--- config.mk ---
export PLATFORM = sky130hd
export DESIGN_NAME = tws_channel
export DESIGN_NICKNAME = d
export VERILOG_FILES = /design/src/hdl/tws_channel.v
export VERILOG_INCLUDE_DIRS = /design/src /design/src/common
export SDC_FILE = /design/constraint.sdc
export NUM_CORES = 1
export LEC_CHECK = 0
export CAP_MARGIN = 5
export CORE_MARGIN = 1
export CORE_UTILIZATION = 41
export DETAILED_ROUTE_END_ITERATION = 10
export DONT_BUFFER_PORTS = 1
export PLACE_DENSITY = 0.61
export SKIP_LAST_GASP = 1
export SLEW_MARGIN = 40
export SYNTH_ARGS = -nofsm -noshare
export SYNTH_HDL_FRONTEND = slang
export SYNTH_SLANG_ARGS = --single-unit
--- constraint.sdc ---
create_clock -name core_clk_i -period 2.5 [get_ports core_clk_i]
set_input_delay 0.5 -clock core_clk_i [delete_from_list [all_inputs] [get_ports core_clk_i]]
set_output_delay 0.5 -clock core_clk_i [all_outputs]
set_load 0.01 [all_outputs]
--- src/common/tws_consts.vh ---
/*
  constants for the three-wire serial channel: register offsets, field positions,
  reset values and clock divider figures. assumes nothing of its surroundings.
*/
`ifndef TWS_CONSTS_VH
`define TWS_CONSTS_VH

// ----------------------------------------------------------------------------
// register map
// ----------------------------------------------------------------------------
`define TWS_ADDR_W        12
`define TWS_MODE_OFFSET   12'hFC8
`define TWS_SHIFT_OFFSET  12'hFC9
`define TWS_MODE_RESET    8'h00

// ----------------------------------------------------------------------------
// mode register fields
// ----------------------------------------------------------------------------
`define TWS_ENABLE_BIT    7
`define TWS_CSEL_HI_BIT   1
`define TWS_CSEL_LO_BIT   0
`define TWS_CSEL_EXT      2'h0
`define TWS_CSEL_RSVD     2'h1
`define TWS_CSEL_DIV16    2'h2
`define TWS_CSEL_DIV8     2'h3

// ----------------------------------------------------------------------------
// timing: half serial clock period in main clock cycles, and bits per transfer
// ----------------------------------------------------------------------------
`define TWS_DIV16_HALF    4'h8
`define TWS_DIV8_HALF     4'h4
`define TWS_BITS          4'h8

`endif

--- src/hdl/tws_channel.v ---
/*
  three-wire synchronous serial channel: mode register, 8-bit shift register,
  clock divider, external clock sampler and pin control.
  assumes a cpu-side byte port (address, write and read strobes) on core_clk_i,
  and that core_clk_i stands for the main oscillator; pins are synchronous.
*/
// Operation
// - three lines, clock, serial out and serial in, full duplex.
// - each 8-bit transfer sends msb first, always.
// - 8-bit mode register written whole; enable bit also settable alone.
// - reset clears the mode register: disabled, external clock.
// - code 00 takes external clock, clock pin is input; 01 never used.
// - code 10 divides main clock by 16, 11 by 8; pin drives.
// - enable low: no shift, counter cleared, flag held, data pins are port pins; clock pin still driven high if divider selected.
// - enable high: shifting, counter counts, flag may set, serial pins.
// - shift register converts parallel to serial, one bit per clock.
// - writing shift register starts transfer; whole byte readable and writable.
// - written byte goes out serial out; serial in bits gather in register.
// - reset mid-transfer leaves data undefined; standby reset keeps it.
// - shifting stops by itself after eight bits.
// - start needs enable already set, clock masked, clock line high.
// - shift out on falling clock edge from a separate output latch.
// - serial in captured on each rising clock edge.
// - after eight bits shifting stops and the end flag is set.
// - reset gives halt mode: no shifting, data pins act as inputs.
`include "tws_consts.vh"
`default_nettype none

module tws_channel #(
  parameter integer DATA_W = 8
) (
  input  wire                   core_clk_i,
  input  wire                   rst_i,
  input  wire [`TWS_ADDR_W-1:0] addr_i,
  input  wire [DATA_W-1:0]      wdata_i,
  input  wire                   wr_i,
  input  wire                   enable_set_i,
  input  wire                   rd_i,
  output reg  [DATA_W-1:0]      rdata_o,
  output reg                    transfer_end_flag_o,
  input  wire                   flag_clr_i,
  input  wire                   ch1_clock_pin_i,
  output reg                    ch1_clock_pin_o,
  output reg                    ch1_clock_pin_oe_o,
  output reg                    ch1_serial_out_o,
  output reg                    ch1_serial_out_oe_o,
  input  wire                   ch1_serial_in_i,
  output reg                    serial_function_o
);

  // --------------------------------------------------------------------------
  // state
  // --------------------------------------------------------------------------
  localparam [1:0] ST_IDLE  = 2'b01;
  localparam [1:0] ST_SHIFT = 2'b10;

  reg [7:0]        mode_q;
  reg [DATA_W-1:0] shreg_q;
  reg [1:0]        state_q;
  reg [3:0]        bitcnt_q;     // serial clock counter
  reg [3:0]        divcnt_q;
  reg              sck_q;        // internal serial clock level
  reg              ext_prev_q;   // previous sample of the external clock
  reg              out_latch_q;  // serial out latch

  wire       enable   = mode_q[`TWS_ENABLE_BIT];
  wire [1:0] csel     = {mode_q[`TWS_CSEL_HI_BIT], mode_q[`TWS_CSEL_LO_BIT]};
  wire       internal = csel[1];
  wire       wr_mode  = wr_i && (addr_i == `TWS_MODE_OFFSET);
  wire       wr_shift = wr_i && (addr_i == `TWS_SHIFT_OFFSET);
  wire       busy     = state_q[1];

  // clock level seen by the shifter: internal divider or external pin
  wire       sck_now  = internal ? sck_q : ch1_clock_pin_i;

  // half-period length for the selected divider
  function [3:0] half_len;
    input [1:0] sel;
    begin
      half_len = (sel == `TWS_CSEL_DIV8) ? `TWS_DIV8_HALF : `TWS_DIV16_HALF;
    end
  endfunction

  // edge events of the serial clock while a transfer runs
  reg sck_fall;
  reg sck_rise;
  always @* begin
    sck_fall = 1'b0;
    sck_rise = 1'b0;
    if (busy && enable) begin
      if (internal) begin
        sck_fall = sck_q && (divcnt_q == half_len(csel) - 4'h1);
        sck_rise = !sck_q && (divcnt_q == half_len(csel) - 4'h1);
      end else begin
        sck_fall = ext_prev_q && !ch1_clock_pin_i;
        sck_rise = !ext_prev_q && ch1_clock_pin_i;
      end
    end
  end

  // start only with enable already set, clock masked and line high
  wire start = wr_shift && enable && !busy && sck_now;

  // --------------------------------------------------------------------------
  // mode register
  // --------------------------------------------------------------------------
  // whole-byte write, plus a single-bit enable set; reserved bits kept as 0
  always @(posedge core_clk_i) begin
    if (rst_i) begin
      mode_q <= `TWS_MODE_RESET;
    end else if (wr_mode) begin
      mode_q <= {wdata_i[7], 5'h00, wdata_i[1:0]};
    end else if (enable_set_i) begin
      mode_q[`TWS_ENABLE_BIT] <= 1'b1;
    end
  end

  // --------------------------------------------------------------------------
  // transfer sequencer, divider and shift register
  // --------------------------------------------------------------------------
  // shreg_q has no reset so standby content survives; a reset mid-transfer
  // simply aborts, leaving whatever bits were shifted in
  always @(posedge core_clk_i) begin
    if (wr_shift && !busy) begin
      shreg_q <= wdata_i;
    end else if (sck_rise) begin
      shreg_q <= {shreg_q[DATA_W-2:0], ch1_serial_in_i};
    end
  end

  always @(posedge core_clk_i) begin
    if (rst_i) begin
      state_q     <= ST_IDLE;
      bitcnt_q    <= 4'h0;
      divcnt_q    <= 4'h0;
      sck_q       <= 1'b1;
      ext_prev_q  <= 1'b1;
      out_latch_q <= 1'b1;
    end else begin
      ext_prev_q <= ch1_clock_pin_i;
      if (!enable) begin
        state_q  <= ST_IDLE;
        bitcnt_q <= 4'h0;
        divcnt_q <= 4'h0;
        sck_q    <= 1'b1;
      end else begin
        case (state_q)
          ST_IDLE: begin
            sck_q    <= 1'b1;
            divcnt_q <= 4'h0;
            if (start) begin
              state_q  <= ST_SHIFT;
              bitcnt_q <= 4'h0;
            end
          end
          ST_SHIFT: begin
            if (internal) begin
              if (divcnt_q == half_len(csel) - 4'h1) begin
                divcnt_q <= 4'h0;
                sck_q    <= !sck_q;
              end else begin
                divcnt_q <= divcnt_q + 4'h1;
              end
            end
            if (sck_fall) begin
              out_latch_q <= shreg_q[DATA_W-1];
            end
            if (sck_rise) begin
              bitcnt_q <= bitcnt_q + 4'h1;
              if (bitcnt_q == `TWS_BITS - 4'h1) begin
                state_q <= ST_IDLE;
              end
            end
          end
          default: begin
            state_q <= ST_IDLE;
          end
        endcase
      end
    end
  end

  // --------------------------------------------------------------------------
  // end flag: set wins over clear, held while disabled
  // --------------------------------------------------------------------------
  wire done = sck_rise && (bitcnt_q == `TWS_BITS - 4'h1);
  always @(posedge core_clk_i) begin
    if (rst_i) begin
      transfer_end_flag_o <= 1'b0;
    end else if (done) begin
      transfer_end_flag_o <= 1'b1;
    end else if (flag_clr_i) begin
      transfer_end_flag_o <= 1'b0;
    end
  end

  // --------------------------------------------------------------------------
  // pins and read data, all registered
  // --------------------------------------------------------------------------
  always @(posedge core_clk_i) begin
    if (rst_i) begin
      ch1_clock_pin_o     <= 1'b1;
      ch1_clock_pin_oe_o  <= 1'b0;
      ch1_serial_out_o    <= 1'b1;
      ch1_serial_out_oe_o <= 1'b0;
      serial_function_o   <= 1'b0;
      rdata_o             <= {DATA_W{1'b0}};
    end else begin
      // next-cycle clock level so the pin tracks the internal clock
      ch1_clock_pin_o     <= (internal && busy && enable) ?
                             (sck_fall ? 1'b0 : (sck_rise ? 1'b1 : sck_q)) : 1'b1;
      ch1_clock_pin_oe_o  <= internal;
      ch1_serial_out_o    <= sck_fall ? shreg_q[DATA_W-1] : out_latch_q;
      ch1_serial_out_oe_o <= enable;
      serial_function_o   <= enable;
      if (rd_i && addr_i == `TWS_SHIFT_OFFSET) begin
        rdata_o <= shreg_q;
      end else begin
        rdata_o <= {DATA_W{1'b0}};
      end
    end
  end

endmodule // tws_channel

`default_nettype wire

After elaboration in Yosys (flattened, before gate mapping). Cells that the tools add are included.

$add $sub $neg: 3. Equal/unequal tests: 12. Mux-type cells: 28. Bitwise logic cells: 3. Reduce and logical (&&, ||, !) cells: 31.

Operators by type and width (count): $eq 12x12->1 const B (2); $mux 4 (5); $mux 8 (2); $pmux 4 s2 (2); $logic_and 1x1->1 (15); $mux 1 (14); $ne 2x2->1 const B (5); $reduce_and 3->1 (3); $add 4x1->4 const B (2); $reduce_bool 2->1 (4); $mux 2 (3); $reduce_or 2->1 (3); $eq 2x2->1 const B (2); $eq 4x3->1 const B (1); $eq 4x4->1 (1); $logic_not 1->1 (4); $pmux 2 s2 (1); $reduce_and 2->1 (2); $sub 4x1->4 const B (1); $not 1->1 (3); $eq 2x1->1 const B (1); $pmux 1 s2 (1).

Register bits after elaboration: 37. Input port bits: 28. Output and inout port bits: 14. Word-level logic and storage cells: 92.

Depth between registers and ports, before layout. Gate-level depths: netlist of run 1.

Depth in word-level cells: 9. Gate-level depth with buffers: 6.

Worst setup path after synthesis of run 1. No wires, ideal clock.

Kind: input-to-reg. Start: input port addr_i[9]. End: register shreg_q[0] (data pin). Setup time: 0.260 ns. Data arrival time: 1.534 ns. Path slack: 0.706 ns. Stages on the path: 4. Buffers on the path: 1. Cell sequence: and4b_1 -> nand4_1 -> buf_1 -> mux2_2.

Cells in the longest elaborated chain, start to end: 4.

Ends and longest elaborated chain: start, declared (line tws_channel.v:34) `` input wire [`TWS_ADDR_W-1:0] addr_i, ``; $eq 12x12->1 (no source line); $logic_and 1x1->1 (line tws_channel.v:70) `` wire wr_shift = wr_i && (addr_i == `TWS_SHIFT_OFFSET); ``; $logic_and 1x1->1 (line tws_channel.v:124) `if (wr_shift && !busy) begin`; $mux 8 (line tws_channel.v:124); end signal, assigned (line tws_channel.v:125) `shreg_q <= wdata_i;`; end signal, assigned (line tws_channel.v:127) `shreg_q <= {shreg_q[DATA_W-2:0], ch1_serial_in_i};`; end, declared (line tws_channel.v:58) `reg [DATA_W-1:0] shreg_q;`.

Every way passes these cells. A chain may end at the register's enable or synchronous reset.

Final worst setup path of run 1.
Start: register state_q[1]. End: register bitcnt_q[0].

Cells in the longest elaborated chain, start to end: 5. Elaborated cells between the ends (all ways): 12. Classes of those cells: 4 x eq/ne; 2 x mux; 6 x reduce/logical.

Ends and longest elaborated chain: start, declared (line tws_channel.v:59) `reg [1:0] state_q;`; start signal, assigned (line tws_channel.v:133) `state_q <= ST_IDLE;`; start signal, assigned (line tws_channel.v:142) `state_q <= ST_IDLE;`; start signal, assigned (line tws_channel.v:152) `state_q <= ST_SHIFT;`; $logic_not 1->1 (line tws_channel.v:102) `wire start = wr_shift && enable && !busy && sck_now;`; $logic_and 1x1->1 (2 in series) (line tws_channel.v:102); $ne 2x2->1 (no source line); $reduce_and 3->1 (no source line); end signal, assigned (line tws_channel.v:169) `bitcnt_q <= bitcnt_q + 4'h1;`; end, declared (line tws_channel.v:60) `reg [3:0] bitcnt_q;`.

Parallel ways exist; a longest one is shown, timed or not.

==> out/summary.txt, run 1 <==
Die footprint -> 4349 um^2
Cells after synthesis -> 167
Clk Latency, worst-skew pair -> 0.30 ns
Final WL -> 3.516 mm
Pwr dens -> 627.0 nW/um^2
Area share of the largest cell type after synthesis -> 34.63%
CTS root buf -> clkbuf_8
Top_reg_cell synth -> dfxtp_1
Min cycle time layout -> 2.233 ns
Max Fclk -> 447.8 MHz
Post-synthesis sequential area ratio -> 48.96%
# DRC -> 0
Final Core Density -> 48.48%
Filler cell count -> 385
Crit share post-route -> 89.33%
Area Overhead vs Synth -> 9.851%
Layout cells sized above 1 -> 14.62%
Post-CTS Setup Repair Bufs -> 0
Max Slew Vio Count -> 0
CP Capture Type -> flip-flop
TritonCTS buffer count -> 5
Die height -> 65.95 um
First-pass GRT wire length -> 5.830 mm
RSZ-0062 raised after global routing -> false
Die W -> 65.95 um
# H-tree levels -> 2
Slowest Stage Delay on Critical Path -> 0.47 ns
Largest net degree at the start of global routing -> 15
Worst endpoint data arrival time -> 2.46 ns
Worst Path Max Fanout -> 12
Outcome -> finished clean
Longest Clk Path Bufs -> 2
Initial DRC count -> 64
Lkg Pwr -> 0.6841 nW
Placer Congestion -> 0.8278
Number of synthesized register bits -> 37
Worst-path cell chain -> ha_1 > clkinv_1 > o22a_1 > or4_1 > a21oi_1
Slew headroom -> 69.13%
I/O Pins -> 42
Critical Path RT -> 2.72 ns
Remaining antenna violation count -> 0
Hold Crit Class -> input port to flip-flop
Overflow after GRT -> 0
WS Path Type -> flip-flop to flip-flop
Worst Skew -> 0.007296 ns
CTS tree -> built
Starting density of the core -> 44.14%
Pre-Repair DR Iteration Count -> 4
Count of cell types in the netlist -> 47
Diodes inserted -> 0
Port buffer count -> 0
EDFF count, synth -> 8
Via density -> 5.772
CP top delay family -> compound AO/OA/AOI/OAI gates
Max-Cap Viols -> 0
CP max-delay cell -> ha_1
Mapped cell area -> 1677 um^2
Wire per inst -> 16.05 um
# rows -> 22
Post-cts gate resize count -> 0
WP buf/inv -> 1
# hold bufs at CTS -> 0
Syn_nets -> 199
Synth top area cells -> dfxtp_1 (35%), edfxtp_1 (14%), mux2_2 (6.0%), and2_1 (3.4%), ha_1 (3.0%)
Core ar. -> 3799 um^2
Vias in the first global route -> 1,248
Avg Cell Area, Syn -> 10.04 um^2
Count of final setup violators -> 0
Worst-Margin Slew -> 0.4631 ns
Setup TNS -> 0 ns
CTS sink cnt -> 37
Register area -> 820.8 um^2
Critical path startpoint category -> flip-flop
Final Hold Fails -> 0
Post-layout nets -> 202
Gr usage total -> 18.17%
Ys Warns -> 0
Ys async rst share -> 0%
DPL Wire Length -> 2.560 mm
Post-synth top area cell -> dfxtp_1
Footprint of the multi-input gates -> 800.8 um^2
VDD IR-drop max -> 0.0004348 V
Hold_ws -> 0.2621 ns
Initial antenna violation count -> 0
Clock transition at path regs -> 0.08 ns
Vias -> 1,264
[metrics by stage]
step | cells | area, um^2 | worst slack (ns) | total power, mW
3_5_place_dp | 211 | 1727 | 0.3257 | 0.6465
6_report | 219 | 1842 | 0.2668 | 1.155
3_3_place_gp | 211 | 1727 | 0.4535 | 0.6459
2_1_floorplan | 167 | 1677 | 0.7065 | 0.6453
4_1_cts | 219 | 1842 | 0.3237 | 1.160
5_1_grt | 219 | 1842 | 0.1387 | 1.193
[state kept, by name, summed over array words and instances (netlist names)]
register	count
serial_function_o	1
state_q	2
bitcnt_q	4
rdata_o	8
shreg_q	8
ext_prev_q	1
mode_q	3
ch1_clock_pin_oe_o	1
ch1_clock_pin_o	1
transfer_end_flag_o	1
sck_q	1
divcnt_q	4
out_latch_q	1
ch1_serial_out_o	1
[kinds of logic (layout without fill, tap and decap cells)]
logic type | count (synthesis) | count (layout) | synth area share (%)
muxes | 12 | 12 | 7.836
xor gates and xnor gates | 1 | 1 | 0.5225
AOI/OAI and AO/OA | 34 | 34 | 13.43
DFF | 37 | 37 | 48.96
buffers and inverters | 13 | 17 | 3.283
adders and majority gates | 4 | 4 | 2.985
and+or+nand+nor | 66 | 66 | 22.99
[metal layers]
metal  global-route usage [%]  vias up  part of all wire [%]
li1                         -      614                     -
met1                    21.91      597                    46
met2                    29.08       48                    46
met3                    5.000        5                   5.9
met4                    9.840        0                   1.9
met5                        0        -                     0
[placed cells by master, fill, tap and decap left out, drive strengths merged, types with 4 or more instances in the layout]
master   n
nor2    11
a21oi    9
nor3b    4
o21ai    7
edfxtp   8
dfxtp   29
and2    10
nand3    7
inv      5
nor2b    6
ha       4
mux2     9
clkbuf   5
nand2    9
[power by group]
part	switching (mW)	internal (mW)	total (mW)
clock	0.224	0.298	0.522
sequential	0.00442	0.610	0.614
combinational	0.00987	0.00891	0.0188
total	0.238	0.917	1.15
[synthesized netlist by cell type (all sizes together), types with 3 or more instances]
library cell / count
edfxtp: 8
nor2: 11
buf: 4
ha: 4
o22ai: 3
nand3: 7
mux2i: 3
nor3b: 4
a41oi: 3
nand2: 9
nor3: 3
inv: 5
a21oi: 9
o21ai: 7
clkbuf: 3
nand4: 3
nor2b: 6
dfxtp: 29
mux2: 9
and2: 10
[path summary, 6_finish.rpt]
path / cells after the start / end / start / slack [ns]
worst min register to register: 1 / rdata_o[5] / shreg_q[5] / 0.47
worst min-delay path: 1 / mode_q[0] / rst_i / 0.26
worst max register to register: 5 / bitcnt_q[0] / state_q[1] / 0.27
worst max-delay path: 5 / bitcnt_q[0] / state_q[1] / 0.27
[layout make-up]
| cell class | count | area share (%) |
|---|---|---|
| inverter | 6 | 1.223 |
| tap | 48 | 3.261 |
| sequential | 37 | 44.57 |
| multi-input combinational | 117 | 43.48 |
| timing repair buffer | 3 | 1.223 |
| clock inverter | 3 | 2.514 |
| clock buffer | 5 | 3.736 |
(Power assumes the default switching activity.)
==> run 2, diff against run 1 <==
--- a/config.mk
+++ b/config.mk
@@ -9,6 +9,7 @@
 export CAP_MARGIN = 5
 export CORE_MARGIN = 1
 export CORE_UTILIZATION = 41
+export CTS_CLUSTER_DIAMETER = 30
 export DETAILED_ROUTE_END_ITERATION = 10
 export DONT_BUFFER_PORTS = 1
 export PLACE_DENSITY = 0.61
==> constraint.sdc (replaced) <==
create_clock -name core_clk_i -period 2.68 [get_ports core_clk_i]
set_input_delay 0.536 -clock core_clk_i [delete_from_list [all_inputs] [get_ports core_clk_i]]
set_output_delay 0.536 -clock core_clk_i [all_outputs]
set_load 0.01 [all_outputs]
==> run 2 against run 1 <==
Against the previous run:
- combinational power decreased by 9%
- clock-buffer cell count unchanged
- non-clock buffer count decreased by 2
- clock skew decreased by 0.0030 ns
- hold slack improved by 0.046 ns
- sequential power decreased by 6.7%
==> out/summary.txt, run 2 (same netlist as run 1, synthesis figures left out) <==
Initial DRC count -> 77
Vias -> 1,249
Lkg Pwr -> 0.6618 nW
Non-Filler Instances -> 217
# rows -> 22
Die height -> 65.95 um
Vias in the first global route -> 1,105
Cell area after layout -> 1793 um^2
Final Hold Fails -> 0
CTS tree -> built
Worst Path Max Fanout -> 12
Post-CTS Setup Repair Bufs -> 0
Gr usage total -> 16.94%
Placer Congestion -> 0.7831
CP Capture Type -> flip-flop
Commonest non-fill, non-tap cell in the layout -> dfxtp_1
Final WL -> 3.295 mm
DPL Wire Length -> 2.385 mm
Outcome -> finished clean
Die footprint -> 4349 um^2
Remaining antenna violation count -> 0
Max-Cap Viols -> 0
Max Fclk -> 455.6 MHz
Hold Crit Class -> input port to flip-flop
Count of final setup violators -> 0
CTS sink cnt -> 37
Wire per inst -> 15.18 um
Most frequent cells in the layout -> dfxtp_1 (29), nor2_1 (11), mux2_2 (9), and2_1 (9), a21oi_1 (9)
Pwr dens -> 532.6 nW/um^2
I/O Pins -> 42
Hold_ws -> 0.3078 ns
First-pass GRT wire length -> 5.313 mm
Post-cts gate resize count -> 0
Port buffer count -> 0
Placed cell areas -> 1712 um^2
Clk Latency, worst-skew pair -> 0.29 ns
TritonCTS buffer count -> 5
Worst Skew -> 0.004279 ns
Setup TNS -> 0 ns
Critical Path RT -> 2.90 ns
# H-tree levels -> 2
Max Slew Vio Count -> 0
CTS root buf -> clkbuf_8
Crit share post-route -> 81.90%
# hold bufs at CTS -> 0
VDD IR-drop max -> 0.0001925 V
Filler cell count -> 354
Longest Clk Path Bufs -> 2
RSZ-0062 raised after global routing -> false
Slew headroom -> 50.82%
Worst endpoint data arrival time -> 2.41 ns
Top Registers -> rdata_o (8), shreg_q (8)
Overflow after GRT -> 0
# DRC -> 0
Via density -> 5.756
Area Overhead vs Synth -> 6.940%
Layout cells sized above 1 -> 12.43%
Placed cell count -> 209
Worst-Margin Slew -> 0.7321 ns
Overall power -> 955.0 uW
Die W -> 65.95 um
Min cycle time layout -> 2.195 ns
Initial antenna violation count -> 0
Starting density of the core -> 44.14%
Clock transition at path regs -> 0.07 ns
Pre-Repair DR Iteration Count -> 4
WS Path Type -> flip-flop to flip-flop
Diodes inserted -> 0
Post-layout nets -> 200
Core ar. -> 3799 um^2
Critical path startpoint category -> flip-flop
Largest net degree at the start of global routing -> 15
-- run 2: cell types whose count changed in the layout (fill, tap and decap cells not counted) --
cell and change:
clkinvlp_4 -1, clkinv_4 -1, bufinv_16 -1, clkinv_2 +1, buf_4 -2, clkinv_1 +2
-- run 2: worst paths after layout --
| check | end | slack, ns | cells after the start | from |
|---|---|---|---|---|
| worst max-delay path | bitcnt_q[0] | 0.49 | 6 | state_q[0] |
| worst min-delay path | mode_q[0] | 0.31 | 1 | rst_i |
| worst max register to register | bitcnt_q[0] | 0.49 | 6 | state_q[0] |
| worst min register to register | rdata_o[5] | 0.47 | 1 | shreg_q[5] |
-- run 2: stage by stage --
stage                     utilization (%)  setup WS, ns
after global routing                47.20        0.3462
after detailed placement            45.06        0.5157
final                               47.20        0.4851
after floorplan                         -        0.8505
after global placement              45.06        0.6338
after CTS                           47.20        0.5213
-- run 2: layer usage --
metal | wire length (um) | track usage (%) | vias to the layer above
li1 | - | - | 608
met1 | 1493 | 20.77 | 581
met2 | 1470 | 24.87 | 55
met3 | 270 | 7.414 | 5
met4 | 61 | 8.777 | 0
met5 | 0 | 0 | -
-- run 2: power breakdown --
| group | leakage (nW) | internal [mW] | switching (mW) | total [mW] |
|---|---|---|---|---|
| combinational | 0.312 | 0.00829 | 0.00885 | 0.0171 |
| sequential | 0.306 | 0.569 | 0.00402 | 0.573 |
| clock | 0.0430 | 0.175 | 0.190 | 0.365 |
-- run 2: final cells by class --
| type | instances | area (um^2) | share of cell area [%] |
|---|---|---|---|
| Clock inverter | 3 | 12.51 | 0.6978 |
| Tap cell | 48 | 60.06 | 3.350 |
| Multi-Input combinational cell | 117 | 800.8 | 44.66 |
| Clock buffer | 5 | 68.82 | 3.838 |
| Sequential cell | 37 | 820.8 | 45.78 |
| Inverter | 6 | 22.52 | 1.256 |
| Timing Repair Buffer | 1 | 7.507 | 0.4187 |
-- run 2: worst max-delay path: stages (launching register included) --
cell and delay (ns):
dfxtp_1 0.33, inv_1 0.09, ha_1 0.43, clkinv_1 0.37
o22a_1 0.34, or4_1 0.41, a21oi_1 0.15
